**src/hdl/arq_pkg.sv**
```systemverilog
// constants shared by the output requantizer and resolution monitor
package arq_pkg;
  localparam int ARQ_DW = 14;
  localparam int ARQ_REQ_BITS = 9;
  localparam logic [3:0] ARQ_FULL_BITS = 4'he;
  localparam logic [3:0] ARQ_MIN_BITS = 4'h9;
  localparam logic [3:0] ARQ_HEAVY_BITS = 4'hc;
  // register offsets
  localparam logic [11:0] ARQ_REG_HB_CTRL = 12'h41e;
  localparam logic [11:0] ARQ_REG_REQ_PROFILE = 12'h420;
  localparam logic [11:0] ARQ_REG_REQ_TUNE = 12'h422;
  localparam logic [11:0] ARQ_REG_VRM_MODE = 12'h430;
  localparam logic [11:0] ARQ_REG_VRM_CENTER = 12'h434;
  localparam logic [11:0] ARQ_REG_VRM_STATUS = 12'h436;
  localparam logic [11:0] ARQ_REG_STAT_ROUTE = 12'h559;
  // field positions
  localparam int ARQ_HB_EN_BIT = 0;
  localparam int ARQ_HB_HP_BIT = 7;
  localparam int ARQ_REQ_EN_BIT = 3;
  localparam int ARQ_VRM_CPLX_BIT = 0;
  localparam int ARQ_VRM_WIDE_BIT = 1;
  localparam int ARQ_VRM_EN_BIT = 3;
  // reset values; requantizer comes up enabled in the narrow profile
  localparam logic [7:0] ARQ_HB_CTRL_RST = 8'h00;
  localparam logic [7:0] ARQ_REQ_PROFILE_RST = 8'h08;
  localparam logic [7:0] ARQ_REQ_TUNE_RST = 8'h00;
  localparam logic [7:0] ARQ_VRM_MODE_RST = 8'h00;
  localparam logic [7:0] ARQ_VRM_CENTER_RST = 8'h04;
  localparam logic [7:0] ARQ_STAT_ROUTE_RST = 8'h00;
  // requantizer profiles, band offsets in steps of 0.005 fs
  localparam logic [2:0] ARQ_PROFILE_NARROW = 3'h0;
  localparam logic [2:0] ARQ_PROFILE_WIDE = 3'h1;
  localparam logic [5:0] ARQ_TW_MAX_NARROW = 6'h3a;
  localparam logic [5:0] ARQ_TW_MAX_WIDE = 6'h2b;
  localparam logic [6:0] ARQ_CTR_OFS_NARROW = 7'h15;
  localparam logic [6:0] ARQ_CTR_OFS_WIDE = 7'h1c;
  localparam logic [6:0] ARQ_QUARTER_FS = 7'h32;
  localparam logic signed [15:0] ARQ_ATT_MUL = 16'sh16a7;
  localparam int ARQ_ATT_SHIFT = 13;
  // half-band weights for the even taps 0,2,4,6,8 (mirrored) and the centre tap
  localparam int ARQ_HB_TAPS = 19;
  localparam logic signed [11:0] ARQ_HB_COEF [0:4] = '{12'sh019, -12'sh02f, 12'sh05d,
    -12'sh0c2, 12'sh284};
  localparam logic signed [12:0] ARQ_HB_CENTER = 13'sh0400;
  localparam int ARQ_HB_SHIFT = 11;
  // monitor thresholds in lsb of a 14-bit word: -30,-24,-18,-12,-6 dBFS
  localparam logic [13:0] ARQ_VRM_THR [0:4] = '{14'h0103, 14'h0205, 14'h0407, 14'h080a,
    14'h100a};
  localparam int ARQ_PEAK_DECAY = 6;
  localparam logic [3:0] ARQ_REAL_CTR_MIN = 4'h2;
  localparam logic [3:0] ARQ_REAL_CTR_MAX = 4'h6;
  typedef enum logic [1:0] {
    ARQ_ROUTE_OFF,
    ARQ_ROUTE_HEAVY_OVR,
    ARQ_ROUTE_REDUCED_STATUS,
    ARQ_ROUTE_REDUCED_OVR
  } arq_route_t;
endpackage : arq_pkg

```
**src/hdl/arq_skid.sv**
```systemverilog
// two-entry buffer between the monitor and the downstream receiver
`timescale 1ns/1ps
`default_nettype none
module arq_skid #(
  parameter int W = 14,
  parameter int DEPTH = 2
) (
  input wire logic clk_i,
  input wire logic rst_b_i,
  input wire logic in_valid_i,
  input wire logic [W-1:0] in_data_i,
  output logic in_ready_o,
  output logic out_valid_o,
  output logic [W-1:0] out_data_o,
  input wire logic out_ready_i
);
  localparam int AW = (DEPTH > 1) ? $clog2(DEPTH) : 1;
  localparam int CW = $clog2(DEPTH + 1);
  logic [W-1:0] mem_q [0:DEPTH-1];
  logic [AW-1:0] wr_q;
  logic [AW-1:0] rd_q;
  logic [CW-1:0] cnt_q;
  logic [CW-1:0] cnt_d;
  logic push;
  logic pop;

  assign push = in_valid_i && in_ready_o;
  assign pop = out_valid_o && out_ready_i;
  assign cnt_d = cnt_q + CW'(push) - CW'(pop);
  assign out_data_o = mem_q[rd_q];

  always_ff @(posedge clk_i) begin
    if (push) begin
      mem_q[wr_q] <= in_data_i;
    end
  end

  always_ff @(posedge clk_i or negedge rst_b_i) begin
    if (!rst_b_i) begin
      wr_q <= '0;
      rd_q <= '0;
      cnt_q <= '0;
      in_ready_o <= 1'b0;
      out_valid_o <= 1'b0;
    end else begin
      if (push) begin
        wr_q <= (wr_q == AW'(DEPTH - 1)) ? '0 : wr_q + 1'b1;
      end
      if (pop) begin
        rd_q <= (rd_q == AW'(DEPTH - 1)) ? '0 : rd_q + 1'b1;
      end
      cnt_q <= cnt_d;
      // ready is registered from the next count so a stall never overruns
      in_ready_o <= (cnt_d < CW'(DEPTH));
      out_valid_o <= (cnt_d != '0);
    end
  end

  property p_no_overflow;
    @(posedge clk_i) disable iff (!rst_b_i)
    (cnt_q == CW'(DEPTH)) |-> !in_ready_o;
  endproperty
  a_no_overflow: assert property (p_no_overflow) else $error("buffer accepts while full");

  c_full: cover property (@(posedge clk_i) disable iff (!rst_b_i) cnt_q == CW'(DEPTH));
endmodule : arq_skid
`default_nettype wire

```
**src/hdl/arq_halfband.sv**
```systemverilog
// 19-tap half-band decimate-by-two filter, even taps plus centre only
`timescale 1ns/1ps
`default_nettype none
module arq_halfband
  import arq_pkg::*;
#(
  parameter int DW = ARQ_DW
) (
  input wire logic clk_i,
  input wire logic rst_b_i,
  input wire logic adv_i,
  input wire logic valid_i,
  input wire logic signed [DW-1:0] data_i,
  input wire logic active_i,
  input wire logic hp_i,
  output logic valid_o,
  output logic signed [DW-1:0] data_o
);
  logic signed [DW-1:0] x_q [0:ARQ_HB_TAPS-2];
  logic signed [DW-1:0] tap [0:ARQ_HB_TAPS-1];
  logic phase_q;
  logic signed [31:0] acc;
  logic signed [31:0] rnd;
  logic signed [DW-1:0] sat;
  localparam logic signed [31:0] MAXV = 32'sd2 ** (DW - 1) - 32'sd1;
  localparam logic signed [31:0] MINV = -(32'sd2 ** (DW - 1));

  assign tap[0] = data_i;
  genvar g;
  generate
    for (g = 1; g < ARQ_HB_TAPS; g++) begin : g_tap
      assign tap[g] = x_q[g-1];
    end
  endgenerate

  always_comb begin
    // only the non-zero taps are summed; odd taps other than centre are zero
    acc = 32'(ARQ_HB_CENTER) * 32'(tap[9]);
    if (hp_i) begin
      acc = -acc;
    end
    for (int i = 0; i < 5; i++) begin
      acc = acc + 32'(ARQ_HB_COEF[i]) * (32'(tap[2*i]) + 32'(tap[18-2*i]));
    end
    rnd = (acc + (32'sd1 <<< (ARQ_HB_SHIFT - 1))) >>> ARQ_HB_SHIFT;
    if (rnd > MAXV) begin
      sat = MAXV[DW-1:0];
    end else if (rnd < MINV) begin
      sat = MINV[DW-1:0];
    end else begin
      sat = rnd[DW-1:0];
    end
  end

  always_ff @(posedge clk_i or negedge rst_b_i) begin
    if (!rst_b_i) begin
      for (int i = 0; i < ARQ_HB_TAPS - 1; i++) begin
        x_q[i] <= '0;
      end
    end else if (adv_i && valid_i) begin
      x_q[0] <= data_i;
      for (int i = 1; i < ARQ_HB_TAPS - 1; i++) begin
        x_q[i] <= x_q[i-1];
      end
    end
  end

  always_ff @(posedge clk_i or negedge rst_b_i) begin
    if (!rst_b_i) begin
      phase_q <= 1'b0;
      valid_o <= 1'b0;
      data_o <= '0;
    end else if (adv_i) begin
      if (valid_i) begin
        phase_q <= active_i ? !phase_q : 1'b0;
      end
      // one output for every second accepted input when active, one per input otherwise
      valid_o <= valid_i && (!active_i || phase_q);
      data_o <= active_i ? sat : data_i;
    end
  end

  property p_decimate;
    @(posedge clk_i) disable iff (!rst_b_i)
    (adv_i && valid_i && active_i && !phase_q) |=> !valid_o;
  endproperty
  a_decimate: assert property (p_decimate) else $error("decimator emitted on even input");

  c_hp: cover property (@(posedge clk_i) disable iff (!rst_b_i) valid_o && active_i && hp_i);
endmodule : arq_halfband
`default_nettype wire

```
**src/hdl/arq_top.sv**
```systemverilog
// per-channel requantizer, half-band decimator and resolution monitor
// How it works
// - symmetric 19-tap polyphase fixed decimator
// - fixed 12-bit tap weights as tabulated
// - odd taps except centre are zero
// - high-pass negates the centre tap only
// - low-pass passes up to half decimated rate
// - high-pass passes half to three halves rate
// - requantizer attenuates by 3.0 dB
// - per-channel requantizer enable and settings
// - requantizer enabled out of reset
// - mode 000 narrow profile, words 0..58
// - mode 001 wide profile, words 0..43
// - band edges from 0.005 fs tuning steps
// - keep up to 14 bits, never below 9
// - no gain loss, per-channel resolution monitor enable
// - complex 25/43 percent, real 25 percent
// - peak of out-of-mask level drives reduction
// - route one flag to status pins
// - reduced flag high whenever bits dropped
// - heavy flag high at 12 bits or fewer
// - drop one bit per 6 dB above -30 dBFS
// - mask centre from 4-bit field
// - centre steps of fs/16, real 2..6
// - half-band emits one per two inputs
// - half-band only with requantizer enabled
// - half-band mode from msb of control
`timescale 1ns/1ps
`default_nettype none
module arq_top
  import arq_pkg::*;
#(
  parameter int DW = ARQ_DW,
  parameter int BUF_DEPTH = 2
) (
  input wire logic clk_i,
  input wire logic rst_b_i,
  input wire logic [DW-1:0] sample_i,
  input wire logic sample_valid_i,
  output logic sample_ready_o,
  output logic [DW-1:0] out_data_o,
  output logic out_valid_o,
  input wire logic out_ready_i,
  input wire logic [11:0] reg_addr_i,
  input wire logic [7:0] reg_wdata_i,
  input wire logic reg_wr_i,
  input wire logic reg_rd_i,
  output logic [7:0] reg_rdata_o,
  output logic status_pin_o,
  output logic overrange_pin_pair_o
);
  localparam int DROP = DW - ARQ_REQ_BITS;

  // settings written over the serial port, one copy per channel instance
  logic [7:0] hb_ctrl_q;
  logic [7:0] requant_profile_select_q;
  logic [7:0] requant_band_tuning_q;
  logic [7:0] resolution_monitor_mode_q;
  logic [7:0] resolution_mask_center_q;
  logic [7:0] status_pin_routing_q;

  always_ff @(posedge clk_i or negedge rst_b_i) begin
    if (!rst_b_i) begin
      hb_ctrl_q <= ARQ_HB_CTRL_RST;
      requant_profile_select_q <= ARQ_REQ_PROFILE_RST;
      requant_band_tuning_q <= ARQ_REQ_TUNE_RST;
      resolution_monitor_mode_q <= ARQ_VRM_MODE_RST;
      resolution_mask_center_q <= ARQ_VRM_CENTER_RST;
      status_pin_routing_q <= ARQ_STAT_ROUTE_RST;
    end else if (reg_wr_i) begin
      if (reg_addr_i == ARQ_REG_HB_CTRL) begin
        hb_ctrl_q <= reg_wdata_i;
      end else if (reg_addr_i == ARQ_REG_REQ_PROFILE) begin
        requant_profile_select_q <= reg_wdata_i;
      end else if (reg_addr_i == ARQ_REG_REQ_TUNE) begin
        requant_band_tuning_q <= reg_wdata_i;
      end else if (reg_addr_i == ARQ_REG_VRM_MODE) begin
        resolution_monitor_mode_q <= reg_wdata_i;
      end else if (reg_addr_i == ARQ_REG_VRM_CENTER) begin
        resolution_mask_center_q <= reg_wdata_i;
      end else if (reg_addr_i == ARQ_REG_STAT_ROUTE) begin
        status_pin_routing_q <= reg_wdata_i;
      end
    end
  end

  logic [3:0] bits_q;
  logic reduced_q;
  logic heavy_q;

  always_ff @(posedge clk_i or negedge rst_b_i) begin
    if (!rst_b_i) begin
      reg_rdata_o <= '0;
    end else if (reg_rd_i) begin
      if (reg_addr_i == ARQ_REG_HB_CTRL) begin
        reg_rdata_o <= hb_ctrl_q;
      end else if (reg_addr_i == ARQ_REG_REQ_PROFILE) begin
        reg_rdata_o <= requant_profile_select_q;
      end else if (reg_addr_i == ARQ_REG_REQ_TUNE) begin
        reg_rdata_o <= requant_band_tuning_q;
      end else if (reg_addr_i == ARQ_REG_VRM_MODE) begin
        reg_rdata_o <= resolution_monitor_mode_q;
      end else if (reg_addr_i == ARQ_REG_VRM_CENTER) begin
        reg_rdata_o <= resolution_mask_center_q;
      end else if (reg_addr_i == ARQ_REG_VRM_STATUS) begin
        reg_rdata_o <= {2'h0, heavy_q, reduced_q, bits_q};
      end else if (reg_addr_i == ARQ_REG_STAT_ROUTE) begin
        reg_rdata_o <= status_pin_routing_q;
      end else begin
        reg_rdata_o <= '0;
      end
    end
  end

  // decoded settings
  logic req_en;
  logic hb_active;
  logic hb_hp;
  logic [2:0] profile;
  logic [5:0] tw_eff;
  logic [6:0] band_lo;
  logic [6:0] band_ctr;
  logic vrm_en;
  logic vrm_cplx;
  logic vrm_wide;
  logic [3:0] mask_center_freq;
  arq_route_t route;

  assign req_en = requant_profile_select_q[ARQ_REQ_EN_BIT];
  assign hb_active = hb_ctrl_q[ARQ_HB_EN_BIT] && req_en;
  assign hb_hp = hb_ctrl_q[ARQ_HB_HP_BIT];
  assign profile = requant_profile_select_q[2:0];
  assign vrm_en = resolution_monitor_mode_q[ARQ_VRM_EN_BIT];
  assign vrm_cplx = resolution_monitor_mode_q[ARQ_VRM_CPLX_BIT];
  // real mode only allows the 25 percent band
  assign vrm_wide = vrm_cplx && resolution_monitor_mode_q[ARQ_VRM_WIDE_BIT];
  assign route = arq_route_t'(status_pin_routing_q[1:0]);

  always_comb begin
    // out-of-range tuning words are clamped to the last valid one
    if (profile == ARQ_PROFILE_WIDE) begin
      tw_eff = (requant_band_tuning_q[5:0] > ARQ_TW_MAX_WIDE) ? ARQ_TW_MAX_WIDE
             : requant_band_tuning_q[5:0];
    end else begin
      tw_eff = (requant_band_tuning_q[5:0] > ARQ_TW_MAX_NARROW) ? ARQ_TW_MAX_NARROW
             : requant_band_tuning_q[5:0];
    end
    band_lo = {1'b0, tw_eff};
    band_ctr = band_lo + ((profile == ARQ_PROFILE_WIDE) ? ARQ_CTR_OFS_WIDE
             : ARQ_CTR_OFS_NARROW);
  end

  always_comb begin
    mask_center_freq = resolution_mask_center_q[3:0];
    if (!vrm_cplx) begin
      if (mask_center_freq < ARQ_REAL_CTR_MIN) begin
        mask_center_freq = ARQ_REAL_CTR_MIN;
      end else if (mask_center_freq > ARQ_REAL_CTR_MAX) begin
        mask_center_freq = ARQ_REAL_CTR_MAX;
      end
    end
  end

  // whole pipeline advances only when the buffer can take a word
  logic adv;
  logic hb_valid;
  logic signed [DW-1:0] hb_data;

  arq_halfband #(.DW(DW)) u_hb (
    .clk_i(clk_i),
    .rst_b_i(rst_b_i),
    .adv_i(adv),
    .valid_i(sample_valid_i),
    .data_i(sample_i),
    .active_i(hb_active),
    .hp_i(hb_hp),
    .valid_o(hb_valid),
    .data_o(hb_data)
  );

  // requantizer: 3 dB loss then error-feedback rounding to a coarse word
  logic signed [31:0] att;
  logic signed [31:0] shaped;
  logic signed [31:0] quant;
  logic signed [DW-1:0] req_sat;
  logic signed [DW-1:0] err_q;
  logic signed [DW-1:0] req_data_q;
  logic req_valid_q;
  localparam logic signed [31:0] MAXV = 32'sd2 ** (DW - 1) - 32'sd1;
  localparam logic signed [31:0] MINV = -(32'sd2 ** (DW - 1));

  always_comb begin
    att = (32'(hb_data) * 32'(ARQ_ATT_MUL) + (32'sd1 <<< (ARQ_ATT_SHIFT - 1)))
          >>> ARQ_ATT_SHIFT;
    // noise pushed away from the band: high side for low bands, low side otherwise
    shaped = (band_ctr < ARQ_QUARTER_FS) ? att - 32'(err_q) : att + 32'(err_q);
    quant = ((shaped + (32'sd1 <<< (DROP - 1))) >>> DROP) <<< DROP;
    if (quant > MAXV) begin
      req_sat = MAXV[DW-1:0] & ~DW'((1 << DROP) - 1);
    end else if (quant < MINV) begin
      req_sat = MINV[DW-1:0];
    end else begin
      req_sat = quant[DW-1:0];
    end
  end

  always_ff @(posedge clk_i or negedge rst_b_i) begin
    if (!rst_b_i) begin
      req_valid_q <= 1'b0;
      req_data_q <= '0;
      err_q <= '0;
    end else if (adv) begin
      req_valid_q <= hb_valid;
      if (hb_valid) begin
        if (req_en) begin
          req_data_q <= req_sat;
          err_q <= DW'(32'(req_sat) - shaped);
        end else begin
          req_data_q <= hb_data;
          err_q <= '0;
        end
      end
    end
  end

  // out-of-mask level: difference or sum of neighbours picks the far zone
  logic signed [DW-1:0] prev_q;
  logic signed [DW:0] pair;
  logic [DW:0] est_abs;
  logic [13:0] est;
  logic [13:0] peak_q;
  logic [13:0] peak_dec;
  logic low_ctr;

  assign low_ctr = (mask_center_freq < 4'h4) || (mask_center_freq > 4'hb);
  assign pair = low_ctr ? (DW+1)'(req_data_q) - (DW+1)'(prev_q)
              : (DW+1)'(req_data_q) + (DW+1)'(prev_q);
  assign est_abs = pair[DW] ? (DW+1)'(-pair) : pair;
  // the wide mask leaves less disallowed band, so weigh it down
  assign est = vrm_wide ? 14'(est_abs >> 2) : 14'(est_abs >> 1);
  assign peak_dec = peak_q - (peak_q >> ARQ_PEAK_DECAY);

  always_ff @(posedge clk_i or negedge rst_b_i) begin
    if (!rst_b_i) begin
      prev_q <= '0;
      peak_q <= '0;
    end else if (adv && req_valid_q) begin
      prev_q <= req_data_q;
      peak_q <= (est > peak_dec) ? est : peak_dec;
    end
  end

  logic [4:0] over;
  logic [3:0] bits_d;
  genvar g;
  generate
    for (g = 0; g < 5; g++) begin : g_thr
      assign over[g] = peak_q > ARQ_VRM_THR[g];
    end
  endgenerate

  always_comb begin
    bits_d = ARQ_FULL_BITS;
    for (int i = 0; i < 5; i++) begin
      bits_d = bits_d - 4'(over[i]);
    end
    if (!vrm_en) begin
      bits_d = ARQ_FULL_BITS;
    end
  end

  always_ff @(posedge clk_i or negedge rst_b_i) begin
    if (!rst_b_i) begin
      bits_q <= ARQ_FULL_BITS;
      reduced_q <= 1'b0;
      heavy_q <= 1'b0;
    end else begin
      bits_q <= bits_d;
      reduced_q <= (bits_q != ARQ_FULL_BITS);
      heavy_q <= (bits_q <= ARQ_HEAVY_BITS);
    end
  end

  always_ff @(posedge clk_i or negedge rst_b_i) begin
    if (!rst_b_i) begin
      status_pin_o <= 1'b0;
      overrange_pin_pair_o <= 1'b0;
    end else begin
      // only one flag is ever on the pins
      status_pin_o <= (route == ARQ_ROUTE_REDUCED_STATUS) && reduced_q;
      overrange_pin_pair_o <= ((route == ARQ_ROUTE_HEAVY_OVR) && heavy_q)
                           || ((route == ARQ_ROUTE_REDUCED_OVR) && reduced_q);
    end
  end

  // no gain change, only the lsbs below the kept width are cleared
  logic [DW-1:0] keep_mask;
  logic [DW-1:0] vrm_data;
  assign keep_mask = ~((DW'(1) << (DW'(ARQ_FULL_BITS) - DW'(bits_q))) - DW'(1));
  assign vrm_data = req_data_q & keep_mask;

  logic buf_ready;
  assign adv = buf_ready;
  assign sample_ready_o = buf_ready;

  arq_skid #(.W(DW), .DEPTH(BUF_DEPTH)) u_buf (
    .clk_i(clk_i),
    .rst_b_i(rst_b_i),
    .in_valid_i(req_valid_q && adv),
    .in_data_i(vrm_data),
    .in_ready_o(buf_ready),
    .out_valid_o(out_valid_o),
    .out_data_o(out_data_o),
    .out_ready_i(out_ready_i)
  );

  property p_reduced;
    @(posedge clk_i) disable iff (!rst_b_i)
    1'b1 |=> reduced_q == ($past(bits_q) != ARQ_FULL_BITS);
  endproperty
  a_reduced: assert property (p_reduced) else $error("reduced flag wrong");

  property p_heavy;
    @(posedge clk_i) disable iff (!rst_b_i)
    (bits_q == 4'hd) |=> !heavy_q ##1 1'b1;
  endproperty
  a_heavy: assert property (p_heavy) else $error("heavy flag set at 13 bits");

  property p_bits_range;
    @(posedge clk_i) disable iff (!rst_b_i)
    bits_q >= ARQ_MIN_BITS && bits_q <= ARQ_FULL_BITS;
  endproperty
  a_bits_range: assert property (p_bits_range) else $error("resolution out of range");

  property p_quiet_full;
    @(posedge clk_i) disable iff (!rst_b_i)
    (peak_q <= ARQ_VRM_THR[0]) |=> bits_q == ARQ_FULL_BITS;
  endproperty
  a_quiet_full: assert property (p_quiet_full) else $error("bits dropped below threshold");

  property p_lsb_zero;
    @(posedge clk_i) disable iff (!rst_b_i)
    (req_valid_q && adv && bits_q == ARQ_MIN_BITS) |-> vrm_data[4:0] == 5'h00;
  endproperty
  a_lsb_zero: assert property (p_lsb_zero) else $error("dropped lsbs not cleared");

  property p_route_one;
    @(posedge clk_i) disable iff (!rst_b_i)
    (route == ARQ_ROUTE_HEAVY_OVR) [*2] |-> !status_pin_o && overrange_pin_pair_o == $past(heavy_q);
  endproperty
  a_route_one: assert property (p_route_one) else $error("pin routing wrong");

  property p_hb_gate;
    @(posedge clk_i) disable iff (!rst_b_i)
    (adv && sample_valid_i && !req_en) |=> hb_valid;
  endproperty
  a_hb_gate: assert property (p_hb_gate) else $error("decimator active without requantizer");

  property p_tw_clamp;
    @(posedge clk_i) disable iff (!rst_b_i)
    (profile == ARQ_PROFILE_WIDE) |-> tw_eff <= ARQ_TW_MAX_WIDE && band_ctr == 7'(tw_eff) + 7'h1c;
  endproperty
  a_tw_clamp: assert property (p_tw_clamp) else $error("wide tuning out of range");

  property p_real_ctr;
    @(posedge clk_i) disable iff (!rst_b_i)
    !vrm_cplx |-> mask_center_freq inside {[4'h2:4'h6]} && !vrm_wide;
  endproperty
  a_real_ctr: assert property (p_real_ctr) else $error("real mode centre out of range");

  c_nine_bits: cover property (@(posedge clk_i) disable iff (!rst_b_i) bits_q == ARQ_MIN_BITS);
  c_status_pin: cover property (@(posedge clk_i) disable iff (!rst_b_i) status_pin_o);
endmodule : arq_top
`default_nettype wire

```
**config.mk**
```make
export PLATFORM = sky130hd
export DESIGN_NAME = arq_top
export DESIGN_NICKNAME = d
export VERILOG_FILES = /design/src/hdl/arq_pkg.sv /design/src/hdl/arq_skid.sv /design/src/hdl/arq_halfband.sv /design/src/hdl/arq_top.sv
export SDC_FILE = /design/constraint.sdc
export NUM_CORES = 2
export LEC_CHECK = 0
export ABC_AREA = 1
export BUFFER_PORTS_ARGS = -buffer_cell sky130_fd_sc_hd__clkbuf_2
export CORE_ASPECT_RATIO = 1.1
export CORE_MARGIN = 2
export CORE_UTILIZATION = 50
export DETAILED_ROUTE_END_ITERATION = 7
export GPL_ROUTABILITY_DRIVEN = 0
export HOLD_SLACK_MARGIN = 0.06
export PLACE_DENSITY = 0.66
export SLEW_MARGIN = 20
export SYNTH_ARGS = -nofsm -noshare
export SYNTH_HDL_FRONTEND = slang
export SYNTH_HIERARCHICAL = 1
export SYNTH_SLANG_ARGS = --single-unit
```
**constraint.sdc**
```tcl
create_clock -name clk_i -period 22.9 [get_ports clk_i]
set_input_delay 2.29 -clock clk_i [delete_from_list [all_inputs] [get_ports clk_i]]
set_output_delay 2.29 -clock clk_i [all_outputs]
set_load 0.005 [all_outputs]
```
# Word-level counts from Yosys, hierarchy flattened
# Memories as Yosys holds them, arrays and structs flattened.
# Index checks and enable logic that the tools add are counted.
# classes
n_addsub,33
n_mul,6
order_cmp,19
n_mux,33
n_bitwise,7
reduce_logical,24
shift,1
n_eq_ne,12
# ops
operator,count
$add A32 B32 Y32,5
$mux W14,9
$add A14 B14 Y15,6
$eq A12 B11 Y1 const B,7
$mux W32,2
$mux W8,7
$add A32 B12 Y32 const B,1
$add A32 B6 Y32 const B,1
$gt A32 B14 Y1 const B,1
$lt A32 B14 Y1 const B,1
$mul A6 B32 Y32 const A,1
$mul A7 B32 Y32 const A,1
$mul A8 B32 Y31 const A,1
$mul A8 B32 Y32 const A,1
$mul A9 B32 Y30 const A,1
$neg A24 Y32,1
$mux W15,2
$add A28 B14 Y29 const B,1
$mul A14 B14 Y28 const B,1
$gt A21 B14 Y1 const B,1
$lt A21 B14 Y1 const B,1
$mux W4,5
$mux W6,3
$add A16 B14 Y17,1
47 further kinds,74
# word_totals
word_cells,179
mem_bits_rw,28
n_memories,1
reg_bits,395
inputBits,40
out_inout_bits,26
# memory_table
memory,words,width,read_ports,rd_clocked_by_memory_dff,wr,line_no,rtl
u_buf.mem_q,2,14,1,0,1,arq_skid.sv:19,logic [W-1:0] mem_q [0:DEPTH-1];

# Longest topological paths before layout
# depth
ltp_word,12
depth_mapped,66
ltp_nobuf,65

# Hierarchy
# The synthesis kept the hierarchy.
# by_module_without_submodules
module,seq_area_each_um2,area_each_um2,n_inst,cells_per_inst
arq_halfband,6706.4,28314.7,1,3312
arq_top,3034.2,14851.7,1,2023
arq_skid,991.0,1293.7,1,106

# Worst setup path after synthesis
# Ideal clock, no wire load.
# synth_timing
path_type,flip-flop to flip-flop
from,reg u_hb.x_q (netlist bit u_hb/tap[84])
to,reg u_hb.data_o[10]
arrival_ps,10665
t_required_ps,22783
stages_incl_launch_ff,60
setup_time_ps,117
period_less_slack_ps,10781
n_path_buf,1
path_slack_ps,12119
path_cell_list,dfrtp_1 ha_1 fa_1 nand4_1 and3_1 o21ai_2 a21oi_1 o21ai_2 nand2_1 nand2_1 a21oi_2 xor2_1 ha_1 fa_1 fa_1 inv_1 fa_1 inv_1 [24 not listed] nor2_1 inv_1 nor2_1 and3_1 nand2_1 nand2_1 nand2_1 nand2_1 nand3_1 nor2_1 nand3_1 nand3_1 nand2_1 inv_2 buf_6 nand2_1 nand2_1 nand2_1
# synth_between
elab_chain_len,9
word_cells_on_any_way,10
cone_classes,add/sub (4); mul (1); order compare (2); mux (3)
# synth_rtl
element,line_no,rtl
from (decl),arq_halfband.sv:19,logic signed [DW-1:0] x_q [0:ARQ_HB_TAPS-2];
"from (signal, indexed assignment)",arq_halfband.sv:63,x_q[i] <= x_q[i-1];
$add A14 B14 Y15 (*),arq_halfband.sv:43,acc = acc + 32'(ARQ_HB_COEF[i]) * (32'(tap[2*i]) + 32'(tap[18-2*i]));
$mul A8 B32 Y31 (*),arq_halfband.sv:43,
$add A32 B32 Y32 (*) (2 in a row),arq_halfband.sv:43,
$add A32 B12 Y32 (*),arq_halfband.sv:45,rnd = (acc + (32'sd1 <<< (ARQ_HB_SHIFT - 1))) >>> ARQ_HB_SHIFT;
$lt A21 B14 Y1,arq_halfband.sv:48,end else if (rnd < MINV) begin
$mux W14,arq_halfband.sv:48,
$mux W14 (*),arq_halfband.sv:46,if (rnd > MAXV) begin
$mux W14 (*),arq_halfband.sv:79,data_o <= active_i ? sat : data_i;
to (signal assigned),arq_halfband.sv:79,
to (decl),arq_halfband.sv:17,output logic signed [DW-1:0] data_o
# Mark *: on every way between the ends. The rest lies on a longest branch, timed or not.
# A chain may end at the register's enable or synchronous reset.

# Final worst setup path
# layout_timing
from,reg u_hb.x_q (netlist bit u_hb/tap[84])
to,reg u_hb.data_o[9]
# Same word-level chain as after synthesis.

==> metrics <==
crit-path max FO 13; first-pass GRT wire length 182 mm; Critical Path Source Type register; Post-synth EDFFs 28; Final Hold Viols 0; period utilisation layout 0.519; type of the worst setup path reg -> reg; antenna-violating nets left 0; CP dominant cell by count fa_1; area of the core approximately 88,000 um2; Synth warnings 6; Setup Buffers After CTS 0; Hold-fix buffers, CTS 0; final wirelength 110 mm; RSZ-0062 raised after global routing false; GR Layer Usage met1 0.323; met2 Usage GRT 0.436; number of port buffers 65; slew margin rel. 0.241; GR Layer Usage met3 0.0293; Root Buffer clkbuf_16; all-layer global routing usage 0.250; # setup viols final 0; status complete, no violations; area of the mapped netlist 44,500 um2; final net count around 6.5k; vias per cell 5.13; num ports 66; grt total ovfl 0; Pre-antenna DRT Iters 7; Mapped Nets between 6k and 7k; Resized cells post-CTS 0; CP arrival ~12,000 ps; Max clock buf depth 3; fmax between 0.08 and 0.09 GHz; Die Span Y about 320 um; Num CTS Buffers 50; vias in the first global route 35.0k; asr flop ratio synth 0.934; post-synthesis sequential area ratio 0.241; clk_skew 60.9 ps; CTS clock-pin slew for the worst setup and hold paths 60 ps; Max Cap Viol 0; worst path required time about 23,000 ps; die area about 90,000 um2; initial antenna violation count 3; drt wl/cell about 17 um; FP Rows 114; minimum clock period 11,890 ps; Fin Setup TNS 0 ps; post-synthesis cell count between 5k and 6k; Slowest-stage cell, CP fa_1; post-DP HPWL 91.1 mm; Slew @ Worst Pin about 1100 ps; drt drc 0; initial core utilization 0.505; post-synthesis to final-layout area growth 7.53%; nature of the critical path endpoint register; #FFs+latches synth 423; final max-slew violation count 0; CTS tree built; largest net degree at the start of global routing 236; Clock Sinks 423; die width between 200 and 300 um; 1st-iter DRT viols between 2k and 2.5k; flop2flop setup slack around 11,000 ps; Mean Syn Cell Area 8.17 um2; share of layout cells above drive strength 1 0.0563; Worst-Skew Late Latency ~660 ps; Hold Crit Class reg -> reg; H-Tree Depth 2; Cell variety after synth 76; vias about 34k; Slowest Stage Delay on Critical Path 530 ps; grt peak-use layer met2; ys flop type dfrtp_1
==> state kept, by name (all words and copies together), names as in the netlist, 14 cells and up <==
register,count
err_q,14
peak_q,14
prev_q,14
req_data_q,14
u_buf/mem_q,28
u_hb/data_o,14
u_hb/tap,252
==> critical path: cells and delay by family, from the launching register on <==
| kind | cells | cell delay, ps |
|---|---|---|
| buffers and inverters | 10 | 720 |
| adders and majority gates | 15 | 6320 |
| DFF | 1 | 390 |
| xor gates and xnor gates | 2 | 670 |
| AOI/OAI and AO/OA | 11 | 1830 |
| and+or+nand+nor | 18 | 1750 |
==> layout by cell type, fill, tap and decap left out, types with 7 or more instances in the layout <==
master / n
inv_1: 1245
a31oi_1: 11
mux2_2: 24
a221oi_1: 9
nand2_1: 982
clkinv_1: 7
inv_2: 22
a21o_1: 19
ha_1: 594
nor2_2: 12
o21a_1: 11
o211ai_1: 17
nand2_2: 18
dfrtp_1: 390
buf_4: 18
o2111ai_1: 7
nand3_1: 150
or2_2: 8
clkbuf_1: 11
fa_1: 369
edfxtp_1: 28
o21ai_1: 23
xor2_1: 180
clkbuf_16: 50
clkbuf_2: 64
bufinv_16: 9
nor4_1: 12
nor2_1: 307
nand3_2: 14
nand4_1: 30
nor3_1: 53
xnor2_1: 42
a21oi_1: 351
nand2_4: 7
o21ai_0: 292
o21bai_1: 28
==> kinds of logic after synthesis <==
logic type / share of synthesized area
simple gates: 0.155
buf+inv: 0.117
fa+ha+maj: 0.333
compound gates: 0.101
flops: 0.241
xor+xnor: 0.0468
mux: 0.00608
==> area by class of cell <==
cell class	count	area (um2)
flip-flops and latches	423	10700
diodes	1	2.50
inverters	1272	4770
well taps	1160	1450
clock inverters	27	454
repair buffers	85	502
fillers	8253	40200
clock buffers	65	1350
multi-input cells	3654	28500
==> final timing paths <==
kind                       cells past startpoint                    endpoint                                start
max in group asynchronous                      3   u_hb/tap[139]$_DFFE_PN0P_                              rst_b_i
hold reg to reg                                1      status_pin_o$_DFF_PN0_  status_pin_routing_q[0]$_DFFE_PN0P_
hold / removal                                 1      status_pin_o$_DFF_PN0_  status_pin_routing_q[0]$_DFFE_PN0P_
setup / recovery                              56  u_hb/data_o[9]$_DFFE_PN0P_             u_hb/tap[84]$_DFFE_PN0P_
setup reg to reg                              56  u_hb/data_o[9]$_DFFE_PN0P_             u_hb/tap[84]$_DFFE_PN0P_
min in group asynchronous                      1    u_hb/tap[39]$_DFFE_PN0P_                              rst_b_i
==> Yosys cell counts, types with 14 or more instances <==
| cell type | n | area share |
|---|---|---|
| nand4_1 | 30 | 0.0042 |
| a21o_1 | 19 | 0.0032 |
| o21ai_1 | 22 | 0.0025 |
| dfrtp_1 | 390 | 0.22 |
| o21bai_1 | 28 | 0.0047 |
| nand2_1 | 983 | 0.083 |
| o21ai_0 | 293 | 0.033 |
| nand2_2 | 18 | 0.0025 |
| a21oi_1 | 351 | 0.040 |
| clkbuf_1 | 70 | 0.0059 |
| nand3_2 | 14 | 0.0032 |
| nor3_1 | 53 | 0.0060 |
| inv_1 | 1245 | 0.11 |
| nor2_1 | 307 | 0.026 |
| xnor2_1 | 42 | 0.0083 |
| ha_1 | 594 | 0.17 |
| mux2_2 | 24 | 0.0061 |
| edfxtp_1 | 28 | 0.019 |
| o211ai_1 | 17 | 0.0029 |
| inv_2 | 22 | 0.0019 |
| nand3_1 | 150 | 0.017 |
| fa_1 | 369 | 0.17 |
| xor2_1 | 180 | 0.035 |
==> routing by layer <==
| layer | up-vias | part of all wire |
|---|---|---|
| met2 | 587 | 0.49 |
| met3 | 196 | 0.037 |
| met5 | - | 0.00011 |
| li1 | 17100 | - |
| met4 | 2 | 0.038 |
| met1 | 16400 | 0.44 |
==> stage by stage <==
step	setup WS, ps	std cells	cell area, um2	hold slack [ps]	utilization
2_1_floorplan	12120	5441	44500	423	-
3_3_place_gp	11260	6594	46000	448	0.523
3_5_place_dp	11130	6594	46000	453	0.523
4_1_cts	11060	6686	47800	468	0.543
5_1_grt	10130	6686	47800	493	0.543
6_report	11010	6687	47800	466	0.543
Power is not shown: default switching activity piles up to over one toggle a cycle in this logic, so the estimate is an artifact.
